**src/verilog/rst_seq_pkg.sv**
```systemverilog
// Constants for the dual reset sequencer
package rst_seq_pkg;
    // ****************************************
    // Clock and timing
    // ****************************************
    localparam int unsigned CLK_MHZ            = 250;
    localparam int unsigned PRIMARY_TIMEOUT_MS = 140;
    localparam int unsigned PRIMARY_TIMEOUT_CYC = PRIMARY_TIMEOUT_MS * CLK_MHZ * 1000;
    localparam int unsigned SECONDARY_TIMEOUT_CYC = PRIMARY_TIMEOUT_CYC;
    localparam int unsigned FALL_DELAY_US      = 10;
    localparam int unsigned FALL_DELAY_CYC     = FALL_DELAY_US * CLK_MHZ;
    localparam int unsigned MR_PULSE_US        = 50;
    localparam int unsigned GLITCH_NS          = 100;
    localparam int unsigned GLITCH_CYC         = GLITCH_NS * CLK_MHZ / 1000;
    localparam int unsigned CNT_W              = 26;
    localparam int unsigned FILT_W             = 8;
    // Ramp: 600 nA into C up to 1.25 V; ramp step per cycle in ramp units
    localparam int unsigned RAMP_REF           = 1250;
    localparam int unsigned RAMP_W             = 40;
    // Delay-select detect: cycles counted before the pin level is sampled once
    localparam int unsigned DETECT_CYC         = 16;
endpackage : rst_seq_pkg

```
**src/verilog/glitch_filter.sv**
```systemverilog
// Synchronizer plus low-going glitch filter for one comparator input
`timescale 1ns/1ps
`default_nettype none
module glitch_filter #(
    parameter int unsigned W   = 8,
    parameter int unsigned LEN = 25
) (
    // Clock and reset
    input  wire logic clk,
    input  wire logic rstn,
    // Raw level and filtered level
    input  wire logic raw,
    output logic      good_q
);
    logic         s1_q;
    logic         s2_q;
    logic [W-1:0] low_cnt_q;

    always_ff @(posedge clk) begin
        if (!rstn) begin
            s1_q <= 1'b0;
            s2_q <= 1'b0;
        end else begin
            s1_q <= raw;
            s2_q <= s1_q;
        end
    end

    // Dips shorter than LEN cycles are ignored; rising recovery is immediate
    always_ff @(posedge clk) begin
        if (!rstn) begin
            low_cnt_q <= '0;
            good_q    <= 1'b0;
        end else if (s2_q) begin
            low_cnt_q <= '0;
            good_q    <= 1'b1;
        end else if (low_cnt_q >= W'(LEN - 1)) begin
            good_q    <= 1'b0;
        end else begin
            low_cnt_q <= low_cnt_q + W'(1);
        end
    end
endmodule : glitch_filter
`default_nettype wire

```
**src/verilog/dual_reset_sequencer.sv**
```systemverilog
// Sequenced dual reset supervisor: primary and secondary active-low resets
`timescale 1ns/1ps
`default_nettype none
module dual_reset_sequencer #(
    parameter int unsigned PRIMARY_TIMEOUT_CYC   = rst_seq_pkg::PRIMARY_TIMEOUT_CYC,
    parameter int unsigned SECONDARY_TIMEOUT_CYC = rst_seq_pkg::SECONDARY_TIMEOUT_CYC,
    parameter int unsigned FALL_DELAY_CYC        = rst_seq_pkg::FALL_DELAY_CYC,
    parameter int unsigned GLITCH_CYC            = rst_seq_pkg::GLITCH_CYC,
    parameter int unsigned RAMP_STEP             = 1
) (
    // Clock and reset
    input  wire logic clk,
    input  wire logic rstn,
    // Comparator and pin inputs
    input  wire logic master_supply_ok,
    input  wire logic secondary_sense_input,
    input  wire logic delay_select_pin,
    input  wire logic manual_reset_n,
    // Reset outputs and delay mode flag
    output logic      primary_reset_n,
    output logic      secondary_reset_n,
    output logic      cap_mode
);
    localparam int unsigned CW = rst_seq_pkg::CNT_W;
    localparam int unsigned RW = rst_seq_pkg::RAMP_W;

    typedef enum logic [1:0] {
        SEC_HOLD  = 2'b00,
        SEC_WAIT  = 2'b01,
        SEC_TIME  = 2'b10,
        SEC_READY = 2'b11
    } sec_state_e;

    // ****************************************
    // Input conditioning
    // ****************************************
    logic supply_good;
    logic sense_good;
    logic mr_s1_q;
    logic mr_s2_q;
    logic sel_s1_q;
    logic sel_s2_q;

    glitch_filter #(.W(rst_seq_pkg::FILT_W), .LEN(GLITCH_CYC)) u_supply_filt (
        .clk    (clk),
        .rstn   (rstn),
        .raw    (master_supply_ok),
        .good_q (supply_good)
    );

    glitch_filter #(.W(rst_seq_pkg::FILT_W), .LEN(GLITCH_CYC)) u_sense_filt (
        .clk    (clk),
        .rstn   (rstn),
        .raw    (secondary_sense_input),
        .good_q (sense_good)
    );

    always_ff @(posedge clk) begin
        if (!rstn) begin
            mr_s1_q  <= 1'b1;
            mr_s2_q  <= 1'b1;
            sel_s1_q <= 1'b0;
            sel_s2_q <= 1'b0;
        end else begin
            mr_s1_q  <= manual_reset_n;
            mr_s2_q  <= mr_s1_q;
            sel_s1_q <= delay_select_pin;
            sel_s2_q <= sel_s1_q;
        end
    end

    // ****************************************
    // Delay mode detection
    // ****************************************
    logic [4:0] det_cnt_q;
    logic       det_done_q;

    always_ff @(posedge clk) begin
        if (!rstn) begin
            det_cnt_q  <= '0;
            det_done_q <= 1'b0;
            cap_mode   <= 1'b1;
        end else if (!det_done_q) begin
            if (det_cnt_q == 5'(rst_seq_pkg::DETECT_CYC - 1)) begin
                det_done_q <= 1'b1;
                cap_mode   <= !sel_s2_q;
            end else begin
                det_cnt_q <= det_cnt_q + 5'd1;
            end
        end
    end

    // ****************************************
    // Primary reset
    // ****************************************
    logic          pri_cond;
    logic          mr_active;
    logic [CW-1:0] pri_cnt_q;
    logic [CW-1:0] mr_lag_q;
    logic          pri_lagged_q;

    assign mr_active = !mr_s2_q;
    assign pri_cond  = !supply_good || mr_active;

    // manual reset reaches primary after a lag
    always_ff @(posedge clk) begin
        if (!rstn) begin
            mr_lag_q     <= '0;
            pri_lagged_q <= 1'b0;
        end else if (!mr_active) begin
            mr_lag_q     <= '0;
            pri_lagged_q <= 1'b0;
        end else if (mr_lag_q >= CW'(FALL_DELAY_CYC - 1)) begin
            pri_lagged_q <= 1'b1;
        end else begin
            mr_lag_q <= mr_lag_q + CW'(1);
        end
    end

    logic supply_fall_q;

    // supply drop reaches primary one cycle after secondary
    always_ff @(posedge clk) begin
        if (!rstn) begin
            supply_fall_q <= 1'b0;
        end else begin
            supply_fall_q <= !supply_good;
        end
    end

    // primary timeout restarts on each assert
    always_ff @(posedge clk) begin
        if (!rstn) begin
            pri_cnt_q       <= '0;
            primary_reset_n <= 1'b0;
        end else if (pri_cond) begin
            pri_cnt_q <= '0;
            if (supply_fall_q || pri_lagged_q) begin
                primary_reset_n <= 1'b0;
            end
        end else if (!primary_reset_n) begin
            if (pri_cnt_q >= CW'(PRIMARY_TIMEOUT_CYC - 1)) begin
                primary_reset_n <= 1'b1;
            end else begin
                pri_cnt_q <= pri_cnt_q + CW'(1);
            end
        end
    end

    // ****************************************
    // Secondary reset
    // ****************************************
    sec_state_e    sec_q;
    logic [CW-1:0] sec_cnt_q;
    logic [RW-1:0] ramp_q;
    logic          sec_cond;
    logic          sec_done;

    assign sec_cond = !supply_good || !sense_good || mr_active;
    // fixed chain or ramp ends timeout
    assign sec_done = cap_mode ? (ramp_q >= RW'(rst_seq_pkg::RAMP_REF))
                               : (sec_cnt_q >= CW'(SECONDARY_TIMEOUT_CYC - 1));

    always_ff @(posedge clk) begin
        if (!rstn) begin
            sec_q             <= SEC_HOLD;
            sec_cnt_q         <= '0;
            ramp_q            <= '0;
            secondary_reset_n <= 1'b0;
        end else if (sec_cond) begin
            sec_q             <= SEC_HOLD;
            sec_cnt_q         <= '0;
            ramp_q            <= '0;
            secondary_reset_n <= 1'b0;
        end else begin
            case (sec_q)
                SEC_HOLD: begin
                    sec_q <= SEC_WAIT;
                end
                SEC_WAIT: begin
                    if (primary_reset_n && det_done_q) begin
                        sec_q <= SEC_TIME;
                    end
                end
                SEC_TIME: begin
                    if (sec_done) begin
                        sec_q             <= SEC_READY;
                        secondary_reset_n <= 1'b1;
                    end else if (cap_mode) begin
                        ramp_q <= ramp_q + RW'(RAMP_STEP);
                    end else begin
                        sec_cnt_q <= sec_cnt_q + CW'(1);
                    end
                end
                default: begin
                    secondary_reset_n <= 1'b1;
                end
            endcase
        end
    end

    // Cycles for which secondary has been low, for the lead check
    logic [CW-1:0] sec_low_cnt_q;

    always_ff @(posedge clk) begin
        if (!rstn || secondary_reset_n) begin
            sec_low_cnt_q <= '0;
        end else if (sec_low_cnt_q != '1) begin
            sec_low_cnt_q <= sec_low_cnt_q + CW'(1);
        end
    end
endmodule : dual_reset_sequencer
`default_nettype wire

```
**config.mk**
```make
export PLATFORM = sky130hd
export DESIGN_NAME = dual_reset_sequencer
export DESIGN_NICKNAME = d
export VERILOG_FILES = /design/src/verilog/rst_seq_pkg.sv /design/src/verilog/glitch_filter.sv /design/src/verilog/dual_reset_sequencer.sv
export SDC_FILE = /design/constraint.sdc
export NUM_CORES = 1
export LEC_CHECK = 0
export ABC_CLOCK_PERIOD_IN_PS = 2400
export BUFFER_PORTS_ARGS = -buffer_cell sky130_fd_sc_hd__buf_2
export CAP_MARGIN = 20
export CORE_ASPECT_RATIO = 1.2
export CORE_MARGIN = 2
export CORE_UTILIZATION = 56
export CTS_CLUSTER_SIZE = 16
export DETAILED_ROUTE_END_ITERATION = 16
export PLACE_DENSITY = 0.76
export SYNTH_ARGS = -nofsm -noshare
export SYNTH_HDL_FRONTEND = slang
export SYNTH_SLANG_ARGS = --single-unit
```
**constraint.sdc**
```tcl
create_clock -name clk -period 2.4 [get_ports clk]
set_input_delay 0.12 -clock clk [delete_from_list [all_inputs] [get_ports clk]]
set_output_delay 0.12 -clock clk [all_outputs]
set_load 0.01 [all_outputs]
```
# [Word level (Yosys, flattened, before mapping)]
# Cells that the tools add are included.
[totals] inputBits=6 regBits=157 output_inout_bits=3 elab_cells=93
[classes] n_bitwise=8 n_addsub=7 mux=16 n_lt_le_gt_ge=6 n_eq_ne=6 n_reduce_logical=26
[ops] op="adder 26 x 1 -> 26 bit (second input constant)" n=3
[ops] op=">= comparator 26 bit (second input constant)" n=2
[ops] op="adder 40 x 1 -> 40 bit (second input constant)" n=1
[ops] op=">= comparator 40 x 11 -> 1 bit (second input constant)" n=1
[ops] op=">= comparator 26 x 12 -> 1 bit (second input constant)" n=1
[ops] op="adder 8 x 1 -> 8 bit (second input constant)" n=2
[ops] op=">= comparator 8 x 5 -> 1 bit (second input constant)" n=2
[ops] op="two-way mux 1 bit" n=12
[ops] op="OR reduction 2 bit" n=6
[ops] op="AND reduction 3 bit" n=3
[ops] op="NOT 1 bit" n=8
[ops] op="AND reduction 2 bit" n=4
[ops] op="one-hot mux 2 bit (3 select lines)" n=1
[ops] op="adder 5 x 1 -> 5 bit (second input constant)" n=1
[ops] op="equality test 5 x 4 -> 1 bit (second input constant)" n=1
[ops] op="zero test 1 bit" n=4
[ops] op="logical OR 1 bit" n=4
[ops] op="two-way mux 2 bit" n=2
[ops] op="inequality test 2 bit (second input constant)" n=2
[ops] op="nonzero test 2 bit" n=2
[ops] op="nonzero test 3 bit" n=1
[ops] op="equality test 2 x 1 -> 1 bit (second input constant)" n=1
[ops] op="equality test 2 bit (second input constant)" n=1
[ops] op="zero test 2 bit" n=1
[ops] op="3 further kinds" n=3

# [Longest topological paths before layout]
# Gate-level depths: netlist of the first run.
[depth] ltp_word=4 ltp_mapped=9 depth_no_buf=8

# [By module]
# From an unflattened synthesis of the first run, not the netlist that was laid out.
[unflattened] cells_unflattened=716 hier_area_um2=6603.8
[by_module_without_submodules] module="dual_reset_sequencer" instances=1 area_each_um2=5778.0 cells_per_inst=632 seq_area_each_um2=2702.6
[by_module_without_submodules] module="glitch_filter" instances=2 area_each_um2=412.9 cells_per_inst=42 seq_area_each_um2=220.2

# [Worst setup path after synthesis of the first run]
# Ideal clock, no wire load.
[synth_path] path_kind="register to register" start="register sec_cnt_q[21]" end="register sec_q[0]" n_path_buf=1 t_required_ps=2329 slack_ps=121 stages_incl_launch_ff=8 setup_time_ps=71 synth_period_minus_slack_ps=2279 t_arrival_ps=2208 path_cell_list="dfxtp_1 or4_1 or4_4 nor2_4 a21oi_2 buf_6 or3_1 a21oi_1"
[synth_via] elab_chain_len=4
[synth_rtl] element="start: declaration" line_no="dual_reset_sequencer.sv:154" source="logic [CW-1:0] sec_cnt_q;"
[synth_rtl] element="start signal: assignment" line_no="dual_reset_sequencer.sv:192" source="sec_cnt_q <= sec_cnt_q + CW'(1);"
[synth_rtl] element=">= comparator 26 bit" line_no="dual_reset_sequencer.sv:162" source=": (sec_cnt_q >= CW'(SECONDARY_TIMEOUT_CYC - 1));"
[synth_rtl] element="two-way mux 1 bit" line_no="dual_reset_sequencer.sv:161" source="assign sec_done = cap_mode ? (ramp_q >= RW'(rst_seq_pkg::RAMP_REF))"
[synth_rtl] element="inequality test 2 bit (no line)"
[synth_rtl] element="AND reduction 3 bit (no line)"
[synth_rtl] element="end signal: assignment" line_no="dual_reset_sequencer.sv:166" source="sec_q <= SEC_HOLD;"
[synth_rtl] element="end signal: assignment" line_no="dual_reset_sequencer.sv:171" source="sec_q <= SEC_HOLD;"
[synth_rtl] element="end signal: assignment" line_no="dual_reset_sequencer.sv:178" source="sec_q <= SEC_WAIT;"
[synth_rtl] element="end: declaration" line_no="dual_reset_sequencer.sv:153" source="sec_state_e sec_q;"
# Every way passes these cells.
# A chain may end at the register's enable or synchronous reset.

# [Worst setup path in the final report of the first run]
[layout_path] start="register sec_cnt_q[21]" end="register sec_cnt_q[21]"
[layout_via] elab_chain_len=4 elab_cells_between_ends=5 classes_between="1 x add/sub; 1 x order compare; 1 x mux; 1 x bitwise; 1 x reduce/logical"
[layout_rtl] element=">= comparator 26 bit" line_no="dual_reset_sequencer.sv:162"
[layout_rtl] element="two-way mux 1 bit" line_no="dual_reset_sequencer.sv:161"
[layout_rtl] element="NOT 1 bit (no line)"
[layout_rtl] element="AND reduction 3 bit (no line)"
# Parallel ways exist; a longest one is shown, timed or not.

==> results.sh, run 1 <==
export IMPL_hold_viol=0
export IMPL_async_reset_ff_share_pct=0
export IMPL_initial_core_util_pct=57.9
export IMPL_fin_hold_ws_ns=0.409
export IMPL_syn_area_mm2=0.00642
export IMPL_cts_buffers=17
export IMPL_port_buffers=8
export IMPL_ys_seq_area_share_pct=49.0
export IMPL_tightest_slew_ns=0.667
export IMPL_synth_edff_count=0
export IMPL_cp_max_fo=6
export IMPL_synth_top_flop_cell="dfxtp_1"
export IMPL_fin_skew_ns=0.00751
export IMPL_ant_nets=0
export IMPL_cp_arrival_ns=2.65
export IMPL_clk_path_buf_depth=2
export IMPL_clockRootBuffer="clkbuf_16"
export IMPL_power_frac_seq_pct=49.2
export IMPL_critPathKind="reg2reg"
export IMPL_multi_input_area_mm2=0.00316
export IMPL_cp_end_kind="register"
export IMPL_ys_seq_elements=157
export IMPL_p_sw_share_pct=24.3
export IMPL_placed_cells=860
export IMPL_drc=0
export IMPL_gr_total_overflow=0
export IMPL_grt_pass1_wl_um=21400
export IMPL_drtIter0Drc=233
export IMPL_fin_cells=898
export IMPL_worstRegToRegCells=6
export IMPL_avgSynthCellArea_um2=9.16
export IMPL_clock_sinks=157
export IMPL_fmax_mhz=436
export IMPL_rows=42
export IMPL_startpoint_type="register"
export IMPL_grt_pass1_vias=4868
export IMPL_pwr_share_comb_pct=1.6
export IMPL_vias=4946
export IMPL_path_clk_slew_ns=0.07
export IMPL_io_pins=9
export IMPL_drive_gt1_share_pct=10.8
export IMPL_wl_per_cell_um=13.7
export IMPL_register_area_mm2=0.00314
export IMPL_antenna_found_initial=0
export IMPL_min_period_ns=2.29
export IMPL_die_width_um=102
export IMPL_coreArea_mm2=0.0111
export IMPL_hold_depth=1
export IMPL_nFillCells=842
export IMPL_clk_latency_ns=0.43
export IMPL_p_clk_share_pct=49.1
export IMPL_finalSetupViolCount=0
export IMPL_grt_max_degree=37
export IMPL_cts_htree_levels=4
export IMPL_hp_class="reg2reg"
export IMPL_ys_types=52
export IMPL_ys_warn_count=0
export IMPL_dr_pass1_iters=5
export IMPL_dieHeight_um=121
export IMPL_synthCells=701
export IMPL_period_share_pct=95.6
export IMPL_fin_nets=753
export IMPL_area_growth_syn_to_layout_pct=15.4
export IMPL_cts_tree="yes"
export IMPL_p_int_w=0.00407
export IMPL_drv_cap=0
export IMPL_final_util_pct=66.8
export IMPL_diodes=0
export IMPL_ir_drop_mv=0.547
export IMPL_cp_required_ns=2.76
export IMPL_outcome="finished clean"
export IMPL_p_switching_w=0.00130
export IMPL_viasPerCell=5.51
export IMPL_dieArea_mm2=0.0123
export IMPL_wirelength_um=12300
export IMPL_synthesis_nets=723
export IMPL_slew_headroom_pct=55.5
export IMPL_final_max_slew_violation_count=0
export IMPL_grt_use_total_pct=21.5
export IMPL_routabilityCongestion=0.857
export IMPL_p_leak_nw=2.81
export IMPL_dp_hpwl_um=8240
export IMPL_power_density_mw_per_mm2=725
final timing paths:
path	startpoint	endpoint	slack, ns
setup / recovery	sec_cnt_q[21]	sec_cnt_q[21]	0.11
hold / removal	mr_s1_q	mr_s2_q	0.41
setup reg to reg	sec_cnt_q[21]	sec_cnt_q[21]	0.11
hold reg to reg	mr_s1_q	mr_s2_q	0.41
power by group through the flow:
stage               clock network [W]  logic [W]  registers (W)
floorplan                           0  0.0000585        0.00270
global placement                    0  0.0000732        0.00270
detailed placement                  0  0.0000797        0.00270
CTS                           0.00269  0.0000865        0.00264
global route                  0.00279   0.000100        0.00265
finish                        0.00264  0.0000871        0.00265
sequential cells by signal (all words and copies together), names as in the netlist, 2 cells and up:
name / count
det_cnt_q: 5
u_supply_filt.low_cnt_q: 8
u_sense_filt.low_cnt_q: 8
mr_lag_q: 26
sec_q: 2
ramp_q: 40
sec_cnt_q: 26
pri_cnt_q: 26
Yosys cell counts, types with 2 or more instances:
master / instances / share of area [%]
nor4_1: 14 / 1.4
nor2b_1: 9 / 0.88
o211a_1: 2 / 0.31
nand3_1: 35 / 2.7
o21a_1: 3 / 0.35
xor2_1: 39 / 5.3
xnor2_1: 18 / 2.5
and3_1: 50 / 4.9
a21o_1: 4 / 0.47
a211oi_1: 4 / 0.47
nand2b_1: 6 / 0.58
clkbuf_1: 20 / 1.2
nand4_1: 21 / 2.0
o21ai_0: 9 / 0.70
ha_1: 16 / 3.1
nand3b_1: 2 / 0.23
nor2_1: 86 / 5.0
nand2_1: 47 / 2.7
a31o_2: 4 / 0.55
a21oi_1: 28 / 2.2
nor3_1: 13 / 1.0
a41oi_1: 3 / 0.41
or4_1: 10 / 1.2
a2111oi_1: 2 / 0.31
inv_1: 19 / 1.1
dfxtp_1: 157 / 49
or3_1: 7 / 0.68
and2_1: 34 / 3.3
nor4b_1: 6 / 0.82
a21boi_0: 2 / 0.23
o211ai_1: 2 / 0.23
o2111ai_1: 2 / 0.27
o31ai_1: 6 / 0.70
mux2i_1: 3 / 0.47
worst max-delay path, stage by stage (launching register included):
cell     delay [ns]
dfxtp_1        0.34
or4_1          0.55
o21ai_1        0.28
nand2_1        0.24
a21o_1         0.28
nor4_2         0.33
mux2i_1        0.21
area by class of cell:
type	instances	share of cell area (%)
Multi-Input combinational cell	502	42.6
Sequential cell	157	42.4
Clock buffer	17	5.74
Timing Repair Buffer	34	3.35
Tap cell	154	2.60
Clock inverter	15	2.30
Inverter	19	0.963
cell usage in the layout (no fill, tap or decap), types with 5 or more instances in the layout:
| master | Yosys | routed |
|---|---|---|
| a21oi_1 | 28 | 27 |
| nand4_1 | 21 | 21 |
| or3_1 | 7 | 7 |
| nor4_1 | 14 | 12 |
| nand3_1 | 35 | 35 |
| and2_1 | 34 | 34 |
| nand2b_1 | 6 | 6 |
| buf_4 | 0 | 21 |
| nor4b_1 | 6 | 5 |
| nor2_1 | 86 | 86 |
| or4_1 | 10 | 9 |
| dfxtp_1 | 157 | 157 |
| and3_1 | 50 | 50 |
| xnor2_1 | 18 | 18 |
| dlygate4sd3_1 | 0 | 5 |
| inv_6 | 0 | 6 |
| nand2_1 | 47 | 47 |
| o21ai_0 | 9 | 8 |
| clkbuf_16 | 0 | 17 |
| o31ai_1 | 6 | 6 |
| xor2_1 | 39 | 39 |
| nor3_1 | 13 | 12 |
| ha_1 | 16 | 16 |
| buf_2 | 1 | 8 |
| inv_1 | 19 | 19 |
| nor2b_1 | 9 | 9 |
cell families after synthesis:
kind of cell	Yosys count	synth area share (%)
flip-flops	157	49.0
buffers and inverters	42	2.59
AND/OR/NAND/NOR	349	29.0
multiplexers	3	0.468
AO/OA/AOI/OAI	77	8.13
XOR/XNOR	57	7.78
adder cells (fa/ha/maj)	16	3.12
what timing repair did:
item                       CTS  global route
resized for setup            0             9
buffers inserted             0             1
hold endpoints to repair     5             0
setup endpoints to repair    0            15
hold buffers                 5             0
per-stage QoR:
stage | setup WS (ns) | setup TNS [ns] | area, µm² | power, W
floorplan | 0.121 | 0 | 6420 | 0.00276
global placement | 0.135 | 0 | 6710 | 0.00278
detailed placement | 0.0429 | 0 | 6710 | 0.00278
CTS | 0.0350 | 0 | 7350 | 0.00542
global route | -0.0272 | -0.0686 | 7410 | 0.00554
finish | 0.105 | 0 | 7410 | 0.00537
metal layers:
layer / part of all wire, % / vias up / track usage (%)
met3: 2.8 / 23 / 4.84
met2: 51 / 81 / 37.5
li1: - / 2511 / -
met1: 44 / 2331 / 24.9
met5: 0 / - / 0
met4: 1.9 / 0 / 9.38
Note: power is estimated with default switching activity, not from simulation.
==> run 2, diff against run 1 <==
--- a/config.mk
+++ b/config.mk
@@ -9,11 +9,12 @@
 export BUFFER_PORTS_ARGS = -buffer_cell sky130_fd_sc_hd__buf_2
 export CAP_MARGIN = 20
 export CORE_ASPECT_RATIO = 1.2
-export CORE_MARGIN = 2
+export CORE_MARGIN = 1.5
 export CORE_UTILIZATION = 56
 export CTS_CLUSTER_SIZE = 16
 export DETAILED_ROUTE_END_ITERATION = 16
 export PLACE_DENSITY = 0.76
+export RECOVER_POWER = 50
 export SYNTH_ARGS = -nofsm -noshare
 export SYNTH_HDL_FRONTEND = slang
 export SYNTH_SLANG_ARGS = --single-unit
==> results.sh, run 2 (synthesis gave the netlist of run 1 again) <==
export IMPL_port_buffers=8
export IMPL_finalPower_w=0.00565
export IMPL_place_area_mm2=0.00671
export IMPL_tightest_slew_ns=0.745
export IMPL_dp_worst_setup_slack_ns=0.0529
export IMPL_hold_viol=0
export IMPL_drc=0
export IMPL_die_width_um=101
export IMPL_grt_pass1_vias=4867
export IMPL_coreArea_mm2=0.0111
export IMPL_final_area_mm2=0.00740
export IMPL_initial_core_util_pct=57.9
export IMPL_drive_gt1_share_pct=9.46
export IMPL_mostFrequentLayoutCells="157 x dfxtp_1, 86 x nor2_1, 50 x and3_1, 47 x nand2_1, 39 x xor2_1"
export IMPL_hp_class="in2reg"
export IMPL_path_delay_family="simple AND/OR/NAND/NOR gates"
export IMPL_fmax_mhz=424
export IMPL_final_max_slew_violation_count=0
export IMPL_clk_path_buf_depth=2
export IMPL_multi_input_area_mm2=0.00314
export IMPL_worstRegToRegCells=6
export IMPL_r2r_slack_ns=0.04
export IMPL_grt_pass1_wl_um=21400
export IMPL_fin_nets=750
export IMPL_p_leak_nw=2.78
export IMPL_reg2reg_to="sec_q[1]"
export IMPL_register_area_mm2=0.00314
export IMPL_period_share_pct=98.4
export IMPL_layout_commonest_cell="dfxtp_1"
export IMPL_clock_sinks=157
export IMPL_clockRootBuffer="clkbuf_16"
export IMPL_power_density_mw_per_mm2=764
export IMPL_path_clk_slew_ns=0.06
export IMPL_grt_use_total_pct=22.1
export IMPL_critPathSlowestCell="or4_4"
export IMPL_cp_max_fo=4
export IMPL_clk_latency_ns=0.42
export IMPL_final_util_pct=66.8
export IMPL_vias=4924
export IMPL_cts_htree_levels=4
export IMPL_regMostFlops="ramp_q"
export IMPL_diodes=0
export IMPL_rsz0062_at_grt="true"
export IMPL_cp_arrival_ns=2.70
export IMPL_wl_per_cell_um=13.6
export IMPL_nFillCells=866
export IMPL_min_from="rstn"
export IMPL_hold_end="mr_s1_q"
export IMPL_outcome="finished clean"
export IMPL_dr_pass1_iters=4
export IMPL_fin_skew_ns=0.00654
export IMPL_cts_tree="yes"
export IMPL_cp_end_kind="register"
export IMPL_ant_nets=0
export IMPL_critical_path_buf_inv_count=0
export IMPL_dp_hpwl_um=8190
export IMPL_postCtsSetupRepairBufs=0
export IMPL_viasPerCell=5.51
export IMPL_startpoint_type="register"
export IMPL_largest_reg_flops=40
export IMPL_slew_headroom_pct=50.2
export IMPL_cp_required_ns=2.73
export IMPL_antenna_found_initial=0
export IMPL_drv_cap=0
export IMPL_dieArea_mm2=0.0121
export IMPL_wirelength_um=12200
export IMPL_startpoint="sec_cnt_q[21]"
export IMPL_min_period_ns=2.36
export IMPL_gr_total_overflow=0
export IMPL_ir_drop_mv=0.736
export IMPL_grt_max_degree=33
export IMPL_hold_depth=3
export IMPL_finalSetupViolCount=0
export IMPL_fin_ws_ns=0.0389
export IMPL_drtIter0Drc=236
export IMPL_critPathKind="reg2reg"
export IMPL_io_pins=9
export IMPL_timing_rr_start="sec_cnt_q[21]"
export IMPL_cts_buffers=17
export IMPL_routabilityCongestion=0.811
export IMPL_cpPeakStageDelay_ns=0.55
export IMPL_rows=42
export IMPL_tns_ns=0
export IMPL_dieHeight_um=120
export IMPL_area_growth_syn_to_layout_pct=15.3
export IMPL_crit_chain="or4_4 -> or4_4 -> nor2_4 -> a21oi_2 -> or3b_2 -> a21oi_2"
[run 2: cell type report]
cell class              count  area share [%]
well taps                 154            2.60
flip-flops and latches    157            42.5
clock inverters            13            2.89
clock buffers              18            5.93
multi-input cells         502            42.4
inverters                  19           0.963
repair buffers             31            2.81
[run 2: repair_timing]
item                       4_1_cts  5_1_grt
setup endpoints to repair        0       11
resized for setup                0        5
hold buffers                     4        0
hold endpoints to repair         4        0
[run 2: power breakdown]
part	total, W	internal [W]	switching, W	leakage (nW)
combinational	0.0000842	0.0000367	0.0000475	1.20
clock	0.00292	0.00187	0.00105	0.313
sequential	0.00265	0.00263	0.0000174	1.27
[run 2: worst max path at each step]
stage | endpoint | slack (ns) | cells after the start
after CTS | sec_q[1] | 0.04 | 6
after floorplan | sec_q[0] | 0.12 | 7
final | sec_q[1] | 0.04 | 6
after detailed placement | sec_q[1] | 0.05 | 6
after global routing | sec_cnt_q[7] | -0.02 | 6
after global placement | sec_q[1] | 0.12 | 6
[run 2: worst reg2reg max path: stages, from the launching register on]
cell and delay (ns):
dfxtp_1 0.33, or4_4 0.54, or4_4 0.55, nor2_4 0.13, a21oi_2 0.08, or3b_2 0.48
a21oi_2 0.16
[run 2: layer usage]
layer | part of all wire [%] | wire (µm) | GRT usage [%] | up-vias
met5 | 0 | 0 | 0 | -
met4 | 2.1 | 258 | 11.2 | 0
met3 | 3.0 | 365 | 5.43 | 24
met2 | 50 | 6110 | 37.5 | 77
met1 | 45 | 5440 | 25.7 | 2329
li1 | - | - | - | 2494
[run 2: metrics by stage]
stage / instances / hold slack, ns
CTS: 894 / 0.115
global placement: 859 / 0.303
floorplan: 701 / 0.221
detailed placement: 859 / 0.317
global route: 894 / 0.143
finish: 894 / 0.129
